`src/common/card_mgr_cfg.svh`:
```
// Timing, limits and reset values for the card manager
`ifndef CARD_MGR_CFG_SVH
`define CARD_MGR_CFG_SVH

`define CLK_HZ 25000000
`define TICK_MS 100
`define PWRUP_MS 3000
`define RESUME_MS 10000
`define EJECT_FLASH_MS 2000
`define IDLE_FRAME_MS 3000
`define BLINK_FRAME_TICKS 10
`define SLOW_ON_TICKS 5
`define ACK_TICKS 4
`define ROOT_MAX_ENTRIES 512
`define FAT16_MAX_SECTORS 32'h0080_0000
`define CLUSTER_MAX_SECTORS 8'h80
`define SECTORS_RESET 32'h0000_0000

`endif

```
`src/common/card_mgr_pkg.sv`:
```
// Types shared by the card manager, the card controller model and the bench
`default_nettype none
package card_mgr_pkg;

  typedef enum logic [3:0] {
    ST_PWRUP, ST_NOCARD, ST_FMT_ACK, ST_FMT_REL, ST_FORMAT, ST_FMT_FAIL,
    ST_INIT, ST_INIT_FAIL, ST_READY, ST_EJECT_CLOSE, ST_EJECTED
  } state_t;

  typedef enum logic [1:0] {
    CMD_NONE, CMD_INIT, CMD_FORMAT, CMD_CLOSE
  } cmd_t;

  typedef enum logic [2:0] {
    FAIL_NONE, FAIL_FS_TYPE, FAIL_FS_CORRUPT, FAIL_FULL, FAIL_ROOT_FULL, FAIL_CARD_TYPE
  } fail_t;

endpackage
`default_nettype wire

```
`src/common/word_buf_if.sv`:
```
// Valid/ready word channel between the manager and its buffer
`timescale 1ns/1ns
`default_nettype none

interface word_buf_if #(parameter int WIDTH = 32);
  logic valid;
  logic ready;
  logic [WIDTH-1:0] data;
  modport src (output valid, output data, input ready);
  modport snk (input valid, input data, output ready);
endinterface

`default_nettype wire

```
`src/sd_logger_card_manager.sv`:
```
// Card manager: insertion, eject, format, LED patterns and the stored data path
`timescale 1ns/1ns
`default_nettype none
`include "card_mgr_cfg.svh"

// Notes on behaviour
// - Short press while storing: stop, close files, flash rapidly, then LED off.
// - After eject completes, raise the remove-card prompt for an attached display.
// - Card still in 10 s after eject: reinitialise and resume storing.
// - Storage off or init failed: card may leave anytime, no eject needed.
// - Card present at power-up: start initialisation a few seconds later, unprompted.
// - Button held while card enters empty slot: format; two flashes, then release.
// - During formatting the LED repeats a double blink.
// - Format success: initialise with rapid flashing, then store with LED steady.
// - Format failure: slow blinking, another card is needed.
// - Initialised, storage off: one short blink every 3 seconds.
// - Initialised, storage on: LED lit steadily.
// - Initialisation failed: slow blinking while the card stays inserted.
// - Init fails on bad or corrupt FS, full card, over 512 root entries, bad card.
// - Measurement words reach the card as binary words, unaltered.
// - Rapid flashing during card verification and initialisation.
// - FAT16, clusters of at most 64kB, space above the limit unused.
// - Storage-enabled setting survives a power cycle.
module sd_logger_card_manager #(
  parameter int WIDTH = 32,
  parameter int DEPTH = 2,
  parameter int TICK_CYC = `TICK_MS * (`CLK_HZ / 1000)
) (
  input wire logic clk_sys,
  input wire logic reset,
  input wire logic card_present,
  input wire logic button_pressed,
  input wire logic storage_on,
  output card_mgr_pkg::cmd_t card_cmd,
  input wire logic cmd_done,
  input wire logic cmd_fail,
  input wire logic fs_unsupported,
  input wire logic fs_corrupt,
  input wire logic card_full,
  input wire logic [15:0] root_entries,
  input wire logic [31:0] card_sectors,
  output logic [31:0] usable_sectors,
  output logic [7:0] cluster_sectors,
  output card_mgr_pkg::fail_t fail_cause,
  output logic storing,
  output logic remove_card_prompt,
  output logic led_on,
  input wire logic meas_valid,
  output logic meas_ready,
  input wire logic [WIDTH-1:0] meas_data,
  output logic wr_valid,
  input wire logic wr_ready,
  output logic [WIDTH-1:0] wr_data
);
  import card_mgr_pkg::*;

  // ****************************************
  // Timing
  // ****************************************
  localparam int PWRUP_TICKS = `PWRUP_MS / `TICK_MS;
  localparam int RESUME_TICKS = `RESUME_MS / `TICK_MS;
  localparam int EJECT_TICKS = `EJECT_FLASH_MS / `TICK_MS;
  localparam int FRAME_CNT = `IDLE_FRAME_MS / (`TICK_MS * `BLINK_FRAME_TICKS);
  state_t state_q, state_d;
  logic [31:0] tick_cnt_q;
  logic tick;
  logic [7:0] timer_q;
  logic [3:0] phase_q;
  logic [3:0] frame_q;
  logic btn_q;
  logic press;
  logic close_done_q;
  logic init_bad;
  logic rapid_w, slow_w, double_w, single_w;
  logic flow;
  fail_t fail_q;
  logic led_q;
  logic [31:0] usable_q;

  assign tick = (tick_cnt_q == 32'(TICK_CYC - 1));
  assign press = button_pressed && !btn_q;
  always_ff @(posedge clk_sys or posedge reset) begin
    if (reset) begin
      tick_cnt_q <= '0;
    end else begin
      tick_cnt_q <= tick ? '0 : tick_cnt_q + 32'h1;
    end
  end

  // Free-running blink phase, shared so the rapid, slow, double and single patterns stay in step
  always_ff @(posedge clk_sys or posedge reset) begin
    if (reset) begin
      phase_q <= '0;
      frame_q <= '0;
    end else if (tick) begin
      if (phase_q == 4'(`BLINK_FRAME_TICKS - 1)) begin
        phase_q <= '0;
        frame_q <= (frame_q == 4'(FRAME_CNT - 1)) ? '0 : frame_q + 4'h1;
      end else begin
        phase_q <= phase_q + 4'h1;
      end
    end
  end

  assign rapid_w = phase_q[0];
  assign slow_w = (phase_q < 4'(`SLOW_ON_TICKS));
  assign double_w = (phase_q == 4'h0) || (phase_q == 4'h2);
  assign single_w = (phase_q == 4'h0) && (frame_q == 4'h0);

  // Ticks spent in the current state; restarts on every transition
  always_ff @(posedge clk_sys or posedge reset) begin
    if (reset) begin
      timer_q <= '0;
    end else if (state_d != state_q) begin
      timer_q <= '0;
    end else if (tick && timer_q != 8'hFF) begin
      timer_q <= timer_q + 8'h1;
    end
  end

  always_ff @(posedge clk_sys or posedge reset) begin
    if (reset) begin
      btn_q <= 1'b0;
    end else begin
      btn_q <= button_pressed;
    end
  end

  // ****************************************
  // Card state machine
  // ****************************************
  assign init_bad = fs_unsupported || fs_corrupt || card_full
                    || (root_entries > 16'(`ROOT_MAX_ENTRIES));
  always_comb begin
    state_d = state_q;
    case (state_q)
      ST_PWRUP: begin
        if (tick && timer_q >= 8'(PWRUP_TICKS - 1)) begin
          state_d = card_present ? ST_INIT : ST_NOCARD;
        end
      end
      ST_NOCARD: begin
        if (card_present) begin
          state_d = button_pressed ? ST_FMT_ACK : ST_INIT;
        end
      end
      ST_FMT_ACK: begin
        if (tick && timer_q == 8'(`ACK_TICKS - 1)) begin
          state_d = ST_FMT_REL;
        end
      end
      ST_FMT_REL: begin
        if (!button_pressed) begin
          state_d = ST_FORMAT;
        end
      end
      ST_FORMAT: begin
        if (cmd_fail) begin
          state_d = ST_FMT_FAIL;
        end else if (cmd_done) begin
          state_d = ST_INIT;
        end
      end
      ST_INIT: begin
        if (cmd_fail || (cmd_done && init_bad)) begin
          state_d = ST_INIT_FAIL;
        end else if (cmd_done) begin
          state_d = ST_READY;
        end
      end
      ST_READY: begin
        if (press && storage_on) begin
          state_d = ST_EJECT_CLOSE;
        end
      end
      ST_EJECT_CLOSE: begin
        if (close_done_q && timer_q >= 8'(EJECT_TICKS)) begin
          state_d = ST_EJECTED;
        end
      end
      ST_EJECTED: begin
        if (tick && timer_q == 8'(RESUME_TICKS - 1)) begin
          state_d = ST_INIT;
        end
      end
      ST_FMT_FAIL, ST_INIT_FAIL: state_d = state_q;
      default: begin
        state_d = ST_NOCARD;
      end
    endcase
    // Withdrawal is always tolerated; only the storing and eject-close states risk data
    if (!card_present && state_q != ST_PWRUP) begin
      state_d = ST_NOCARD;
    end
  end

  always_ff @(posedge clk_sys or posedge reset) begin
    if (reset) begin
      state_q <= ST_PWRUP;
    end else begin
      state_q <= state_d;
    end
  end

  // Close is held back until the buffer has drained to the card
  always_comb begin
    case (state_q)
      ST_INIT: card_cmd = CMD_INIT;
      ST_FORMAT: card_cmd = CMD_FORMAT;
      ST_EJECT_CLOSE: card_cmd = (close_done_q || wr_valid) ? CMD_NONE : CMD_CLOSE;
      default: card_cmd = CMD_NONE;
    endcase
  end

  always_ff @(posedge clk_sys or posedge reset) begin
    if (reset) begin
      close_done_q <= 1'b0;
    end else if (state_q != ST_EJECT_CLOSE) begin
      close_done_q <= 1'b0;
    end else if (cmd_done && card_cmd == CMD_CLOSE) begin
      close_done_q <= 1'b1;
    end
  end

  always_ff @(posedge clk_sys or posedge reset) begin
    if (reset) begin
      fail_q <= FAIL_NONE;
    end else if (state_q != ST_INIT && state_d == ST_INIT) begin
      fail_q <= FAIL_NONE;
    end else if (state_q == ST_INIT && cmd_fail) begin
      fail_q <= FAIL_CARD_TYPE;
    end else if (state_q == ST_INIT && cmd_done) begin
      if (fs_unsupported) begin
        fail_q <= FAIL_FS_TYPE;
      end else if (fs_corrupt) begin
        fail_q <= FAIL_FS_CORRUPT;
      end else if (card_full) begin
        fail_q <= FAIL_FULL;
      end else if (root_entries > 16'(`ROOT_MAX_ENTRIES)) begin
        fail_q <= FAIL_ROOT_FULL;
      end
    end
  end

  // Sectors past the FAT16 reach are simply left unused
  always_ff @(posedge clk_sys or posedge reset) begin
    if (reset) begin
      usable_q <= `SECTORS_RESET;
    end else if (!card_present) begin
      usable_q <= `SECTORS_RESET;
    end else begin
      usable_q <= (card_sectors > `FAT16_MAX_SECTORS) ? `FAT16_MAX_SECTORS
                                                      : card_sectors;
    end
  end

  assign usable_sectors = usable_q;
  assign cluster_sectors = `CLUSTER_MAX_SECTORS;
  assign fail_cause = fail_q;

  // ****************************************
  // LED
  // ****************************************
  always_ff @(posedge clk_sys or posedge reset) begin
    if (reset) begin
      led_q <= 1'b0;
    end else begin
      case (state_q)
        ST_FMT_ACK: led_q <= !timer_q[0] && timer_q < 8'(`ACK_TICKS);
        ST_FORMAT: led_q <= double_w;
        ST_FMT_FAIL: led_q <= slow_w;
        ST_INIT: led_q <= rapid_w;
        ST_INIT_FAIL: led_q <= slow_w;
        ST_READY: led_q <= storage_on ? 1'b1 : single_w;
        ST_EJECT_CLOSE: led_q <= rapid_w;
        default: led_q <= 1'b0;
      endcase
    end
  end

  assign led_on = led_q;
  assign remove_card_prompt = (state_q == ST_EJECTED);

  // ****************************************
  // Data path
  // ****************************************
  // storage_on comes from the retained setting, so a power cycle keeps it
  assign storing = (state_q == ST_READY) && storage_on;
  assign flow = storing || (state_q == ST_EJECT_CLOSE);

  word_buf_if #(.WIDTH(WIDTH)) fill_if ();
  word_buf_if #(.WIDTH(WIDTH)) drain_if ();

  assign fill_if.valid = meas_valid && storing;
  assign fill_if.data = meas_data;
  assign meas_ready = fill_if.ready && storing;
  assign wr_valid = drain_if.valid && flow;
  assign wr_data = drain_if.data;
  assign drain_if.ready = wr_ready && flow;

  word_buf #(
    .WIDTH(WIDTH),
    .DEPTH(DEPTH)
  ) u_buf (
    .clk_sys(clk_sys),
    .reset(reset),
    .fill(fill_if),
    .drain(drain_if)
  );
endmodule

`default_nettype wire

```
`src/word_buf.sv`:
```
// Small FIFO buffer in the measurement data path
`timescale 1ns/1ns
`default_nettype none

module word_buf #(
  parameter int WIDTH = 32,
  parameter int DEPTH = 2
) (
  input wire logic clk_sys,
  input wire logic reset,
  word_buf_if.snk fill,
  word_buf_if.src drain
);
  localparam int PW = (DEPTH > 1) ? $clog2(DEPTH) : 1;
  localparam int CW = $clog2(DEPTH + 1);

  logic [WIDTH-1:0] mem [DEPTH];
  logic [PW-1:0] wr_ptr_q;
  logic [PW-1:0] rd_ptr_q;
  logic [CW-1:0] count_q;
  logic push;
  logic pop;

  assign fill.ready = (count_q != CW'(DEPTH));
  assign drain.valid = (count_q != '0);
  assign drain.data = mem[rd_ptr_q];
  assign push = fill.valid && fill.ready;
  assign pop = drain.valid && drain.ready;

  always_ff @(posedge clk_sys) begin
    if (push) begin
      mem[wr_ptr_q] <= fill.data;
    end
  end

  always_ff @(posedge clk_sys or posedge reset) begin
    if (reset) begin
      wr_ptr_q <= '0;
      rd_ptr_q <= '0;
      count_q <= '0;
    end else begin
      if (push) begin
        wr_ptr_q <= (wr_ptr_q == PW'(DEPTH - 1)) ? '0 : wr_ptr_q + 1'b1;
      end
      if (pop) begin
        rd_ptr_q <= (rd_ptr_q == PW'(DEPTH - 1)) ? '0 : rd_ptr_q + 1'b1;
      end
      count_q <= count_q + CW'(push) - CW'(pop);
    end
  end
endmodule

`default_nettype wire

```
`config.mk`:
```
export PLATFORM = sky130hd
export DESIGN_NAME = sd_logger_card_manager
export DESIGN_NICKNAME = d
export VERILOG_FILES = /design/src/common/card_mgr_pkg.sv /design/src/common/word_buf_if.sv /design/src/sd_logger_card_manager.sv /design/src/word_buf.sv
export VERILOG_INCLUDE_DIRS = /design/src /design/src/common
export SDC_FILE = /design/constraint.sdc
export NUM_CORES = 1
export LEC_CHECK = 0
export ABC_AREA = 1
export ABC_CLOCK_PERIOD_IN_PS = 6650
export BUFFER_PORTS_ARGS = -buffer_cell sky130_fd_sc_hd__buf_2
export CAP_MARGIN = 20
export CORE_ASPECT_RATIO = 1.25
export CORE_MARGIN = 3
export CORE_UTILIZATION = 55
export DETAILED_ROUTE_END_ITERATION = 10
export PLACE_DENSITY = 0.91
export SYNTH_ARGS = -nofsm -noshare
export SYNTH_HDL_FRONTEND = slang
export SYNTH_HIERARCHICAL = 1
export SYNTH_SLANG_ARGS = --single-unit
```
`constraint.sdc`:
```
create_clock -name clk_sys -period 6.65 [get_ports clk_sys]
set_input_delay 0.665 -clock clk_sys [delete_from_list [all_inputs] [get_ports clk_sys]]
set_output_delay 0.665 -clock clk_sys [all_outputs]
set_load 0.01 [all_outputs]
```
### Yosys cells after proc, flatten, opt, wreduce, memory -nomap -nowiden

Memory sizes are Yosys's and may differ from the RTL's.
Cells that the tools add are included.

* bits in writable memories: 64
* output and inout bits: 82
* register bits after elaboration: 94
* bits in read-only memories: 0
* logic and storage cells: 135
* memories: 1
* bits of input ports: 92
* latch bits: 0

* bitwise operators: 0
* shift-type cells: 0
* add/sub/neg operators: 8
* reduce and logical (&&, ||, !) cells: 45
* multipliers: 0
* equality and inequality tests: 23
* muxes and demuxes: 39
* $lt $le $gt $ge: 6
* div/mod/pow operators: 0

Memory list
* u_buf.mem: depth 2, width 32, rd ports 1, clocked after Yosys merged registers in 0, write ports 1, line word_buf.sv:17 `logic [WIDTH-1:0] mem [DEPTH];`

Operators by type and width (count)
* 32-bit two-way mux: 3
* 4-bit two-way mux: 14
* 4-bit case mux with 10 select lines: 1
* 32-bit by 1-bit adder with 32-bit output (second input constant): 1
* 32-bit by 22-bit equality test with 1-bit output (second input constant): 1
* 32-bit by 24-bit greater-than comparator with 1-bit output (second input constant): 1
* 3-bit two-way mux: 9
* 1-bit logical AND: 22
* 4-bit by 3-bit equality test with 1-bit output (second input constant): 5
* 4-bit by 2-bit equality test with 1-bit output (second input constant): 4
* 4-bit equality test (second input constant): 4
* 8-bit by 5-bit >= comparator with 1-bit output (second input constant): 2
* 16-bit by 10-bit greater-than comparator with 1-bit output (second input constant): 1
* 8-bit two-way mux: 2
* 4-bit zero test: 3
* 4-bit by 1-bit adder with 4-bit output (second input constant): 2
* 8-bit by 1-bit adder with 8-bit output (second input constant): 1
* 8-bit by 2-bit equality test with 1-bit output (second input constant): 1
* 8-bit by 7-bit equality test with 1-bit output (second input constant): 1
* 8-bit by 3-bit less-than comparator with 1-bit output (second input constant): 1
* 8-bit inequality test (second input constant): 1
* 1-bit logical OR: 7
* 1-bit two-way mux: 7
* 2-bit case mux with 3 select lines: 1
* other kinds (19): 26

### Longest topological paths before layout

* word-level depth: 12
* gate-level depth with buffers: 17
* gate-level depth less buffers: 17

### Hierarchy

The synthesis kept the hierarchy.

Modules (own cells, without submodules)
* sd_logger_card_manager: instances 1, area each 4986.0 sq um, sequential area each 2252.2 sq um, cells each 652
* word_buf: instances 1, area each 2577.5 sq um, sequential area each 2021.9 sq um, cells each 200

### Worst setup path before layout

OpenSTA, ideal clock, no wires.

* path kind: input to register
* start point: input storage_on
* end point: memory u_buf.mem[0][0] (enable)
* arrival time: 2472 ps
* path slack: 3757 ps
* stages on the path: 4
* required time: 6229 ps
* library setup time: 421 ps
* buffers on the path: 0
* cells stage by stage: nand3_1 nor2_1 nand2_4 nor2_1

* word-level cells in the longest chain between the ends: 5

Ends and longest elaborated chain
* start: declaration: line sd_logger_card_manager.sv:33 `input wire logic storage_on,`
* 1-bit logical AND: line sd_logger_card_manager.sv:288 `assign storing = (state_q == ST_READY) && storage_on;`
* 1-bit logical AND: line sd_logger_card_manager.sv:294 `assign fill_if.valid = meas_valid && storing;`
* named net fill_if.valid: line word_buf_if.sv:6 `logic valid;`
* 1-bit logical AND: line word_buf.sv:27 `assign push = fill.valid && fill.ready;`
* 1-bit two-way mux: line word_buf.sv:31 `if (push) begin`
* 1-bit two-way mux (implied by the code): line word_buf.sv:32 `mem[wr_ptr_q] <= fill.data;`
* end: declaration: line word_buf.sv:17

The timed path passes the listed nets, and every way through them passes these cells.

### Worst setup path after layout

* start point: register state_q[1]
* end point: output wr_valid

* word-level cells in the longest chain between the ends: 4
* elaborated cells on any way between the ends: 5
* classes of those cells: eq/ne (2); reduce/logical (3)

Ends and longest elaborated chain
* start: declaration: line sd_logger_card_manager.sv:64 `state_t state_q, state_d;`
* start signal: assignment: line sd_logger_card_manager.sv:201 `state_q <= state_d;`
* 4-bit equality test: line sd_logger_card_manager.sv:288
* 1-bit logical AND: line sd_logger_card_manager.sv:288
* 1-bit logical OR *: line sd_logger_card_manager.sv:289 `assign flow = storing || (state_q == ST_EJECT_CLOSE);`
* 1-bit logical AND *: line sd_logger_card_manager.sv:297 `assign wr_valid = drain_if.valid && flow;`
* end: declaration: line sd_logger_card_manager.sv:51 `output logic wr_valid,`

Mark *: on every way between the ends. The rest lies on a longest branch, timed or not.

==> metrics.md <==
| Metric | Value |
|---|---|
| Status | `finished, final reports clean` |
| Post-Route WL | `16.74 mm` |
| Cell area after layout | `approximately 0.009 mm2` |
| Net switching power | `0.6755 mW` |
| Port bufs | `roughly 170` |
| Die Y | `around 140 um` |
| Syn Inst Count | `852` |
| CP arrival | `roughly 1900 ps` |
| Internal | `about 1.7 mW` |
| P per Cell Area | `259.4 mW/mm2` |
| Number of max-cap violations | `0` |
| Clk Latency, worst-skew pair | `between 400 and 500 ps` |
| Cells after DPL | `approximately 1200` |
| Final setup fails | `0` |
| Initial DRC count | `476` |
| Logic pwr share | `between 15 and 20%` |
| Post-CTS setup repair buffer count | `0` |
| I/O pins | `~170` |
| Synth warn | `6` |
| Max clock buf depth | `2` |
| CTS root buffer | `clkbuf_16` |
| Period minus WS final | `2588 ps` |
| Initial antenna violation count | `0` |
| IR Drop Worst-Case VDD | `~150 uV` |
| Post_cts resized | `0` |
| Hold buffers post-CTS | `0` |
| Hold Vio Cnt, Final | `0` |
| Routed vias | `~6200` |
| Register area share after synthesis | `a little under three fifths` |
| Routed vias/inst | `slightly above 5` |
| Die area | `0.01520 mm2` |
| Setup_tns | `0 ps` |
| CTS buffer count | `17` |
| Period utilization | `between 30 and 40%` |
| Register share of total power | `between 40% and 50%` |
| CTS tree | `built` |
| Largest net degree at the start of global routing | `63` |
| CP Launch Type | `flip-flop` |
| Initial Util | `between 50% and 60%` |
| GR Util All Layers | `~22%` |
| Tightest Pin Transition | `868.5 ps` |
| Pleak | `around 4.7 nW` |
| Max Freq | `0.3864 GHz` |
| Synthesis-to-layout area growth | `20.84%` |
| Worst Skew | `approximately 8.5 ps` |
| Slew Viols, Final | `0` |
| DRC Markers | `0` |
| Fin cells | `~1200` |
| Synth Cell Area | `approximately 0.0076 mm2` |
| Max-slew headroom | `roughly two fifths` |
| Core Region | `0.01335 mm2` |
| Filler instances | `between 1000 and 1500` |
| Die Span X | `between 100 and 150 um` |
| Syn Area/Cell | `~9 um2` |
| Min Hold Slack | `between 100 and 150 ps` |
| Placed cell area | `~0.0086 mm2` |
| Vias in the first global route | `6050` |
| DP HPWL | `between 10 and 15 mm` |
| Htree depth | `4` |
| DR pass1 iterations | `5` |
| Critical Path Sink Type | `primary output` |
| Clk pwr share | `approximately 39%` |
| Total global routing overflow | `0` |
| Register bit total from synthesis | `roughly 160` |
| Unrepaired setup endpoints after global routing | `no` |
| Global-route wire length before repair | `roughly 28 mm` |
| Clk slew on worst S/H paths | `~60 ps` |
| Reg area | `approximately 0.0043 mm2` |
| Reg2reg path depth | `6` |
| Worst min path class | `input port to async pin` |
| Pwr Total | `approximately 2.4 mW` |
| Drt wl/cell | `roughly 14 um` |
| N_diodes | `0` |
| Core Rows | `47` |
| CP Max Fanout | `10` |
| Clk sinks | `about 160` |
| Switching share of power | `between 20% and 30%` |
| Gpl congestion | `approximately 0.95` |
| Nets | `1132` |
| Layout cells sized above 1 | `23.69%` |
| Setup Crit Path Kind | `flip-flop to primary output` |
| Worst path required time | `around 6000 ps` |
| Detail Route Antenna Nets | `0` |
| Yosys cell types | `43` |
| Area of the multi-input gates | `approximately 0.0027 mm2` |
[Yosys cell counts (all sizes together)]
cell type,count,share of area [%]
a21oi,15,0.99
nor3,19,1.5
or2,3,0.25
and2,1,0.083
nand3b,1,0.099
a211oi,1,0.099
o21a,2,0.20
o21ai,17,1.1
o22ai,3,0.25
nand2,214,11
nand4,25,2.2
inv,143,7.1
o211ai,6,0.60
buf,16,1.5
a31oi,3,0.25
o31ai,1,0.099
clkbuf,3,0.17
o221a,1,0.15
nor3b,1,0.099
nor4,14,1.4
ha,5,0.83
dfrtp,94,31
nor2,130,7.2
xnor2,1,0.12
nand3,44,3.3
xor2,23,2.7
edfxtp,64,25
conb,2,0.099
[final timing paths]
check / startpoint / slack (ps) / endpoint
worst max-delay path: state_q[1] / 4060 / wr_valid
worst min-delay path: reset / 140 / u_buf/wr_ptr_q
worst max register to register: state_q[1] / 4180 / u_buf/mem[1][7]
worst min register to register: tick_cnt_q[0] / 490 / tick_cnt_q[0]
max in group asynchronous: reset / 5250 / usable_sectors[18]
min in group clk_sys: button_pressed / 420 / btn_q
[worst max-delay path: stages (launching register included)]
cell	delay (ps)
dfrtp_1	530
nor2_4	220
nand3_1	240
inv_1	180
nor2_1	90
nor2_1	110
buf_2	150
[cells by family after synthesis]
family          count (synthesis)  share of synthesized area, %
simple gates                  452                         27.20
buf+inv                       162                         8.834
compound gates                 49                         3.755
fa+ha+maj                       5                        0.8271
xor+xnor                       24                         2.779
flops                         158                         56.51
other cells                     2                       0.09929
[through the flow]
step                      util (%)  worst slack (ps)
after CTS                    68.26              3721
final                        68.47              4062
after global placement       64.07              4139
after floorplan                  -              3650
after global routing         68.47              3968
after detailed placement     64.07              3984
[layout by cell type, fill, tap and decap left out, types with 2 or more instances in the layout]
| cell | count |
|---|---|
| nand2_1 | 203 |
| buf_2 | 165 |
| inv_1 | 135 |
| nor2_1 | 115 |
| dfrtp_1 | 94 |
| edfxtp_1 | 64 |
| nand3_1 | 39 |
| nand4_1 | 24 |
| xor2_1 | 23 |
| clkbuf_16 | 17 |
| o21ai_0 | 16 |
| nor3_1 | 16 |
| conb_1 | 16 |
| a21oi_1 | 15 |
| nor4_1 | 13 |
| nor2_2 | 11 |
| nand2_2 | 8 |
| inv_2 | 6 |
| o211ai_1 | 6 |
| ha_1 | 5 |
| nor2_4 | 4 |
| nand3_2 | 4 |
| inv_6 | 4 |
| clkinvlp_4 | 4 |
| nor3_2 | 3 |
| or2_2 | 3 |
| nand2_4 | 3 |
| o22ai_1 | 3 |
| a31oi_1 | 3 |
| clkinv_2 | 3 |
| buf_4 | 3 |
| o21a_1 | 2 |
| clkinv_4 | 2 |
[area by class of cell]
| type | instances | share of cell area, % |
|---|---|---|
| Clock buffer | 17 | 4.654 |
| Clock inverter | 14 | 1.465 |
| Inverter | 143 | 5.914 |
| Multi-Input combinational cell | 546 | 29.28 |
| Sequential cell | 158 | 46.76 |
| Tap cell | 171 | 2.341 |
| Timing Repair Buffer | 169 | 9.582 |
[sequential cells by signal (all words and copies together) (netlist names), 2 cells and up]
signal / cells
u_buf/mem: 64
timer_q: 8
phase_q: 4
state_q: 4
usable_sectors: 32
frame_q: 4
tick_cnt_q: 32
u_buf/count_q: 2
fail_cause: 3
[per-layer routing]
layer	track usage (%)	share of wire (%)	wire length (um)	up-vias
li1	-	-	-	3060
met1	26.74	39	6601	2863
met2	39.44	51	8618	250
met3	5.352	7.0	1178	48
met4	7.392	2.0	341	0
met5	0	0	0	-
[power by group through the flow]
stage	clock network, mW	registers (mW)	logic [mW]
after global routing	0.979	1.07	0.428
after floorplan	0	1.08	0.264
after global placement	0	1.10	0.360
after detailed placement	0	1.10	0.367
after CTS	0.937	1.08	0.368
final	0.918	1.07	0.382
Note: power is estimated with default switching activity, not from simulation.
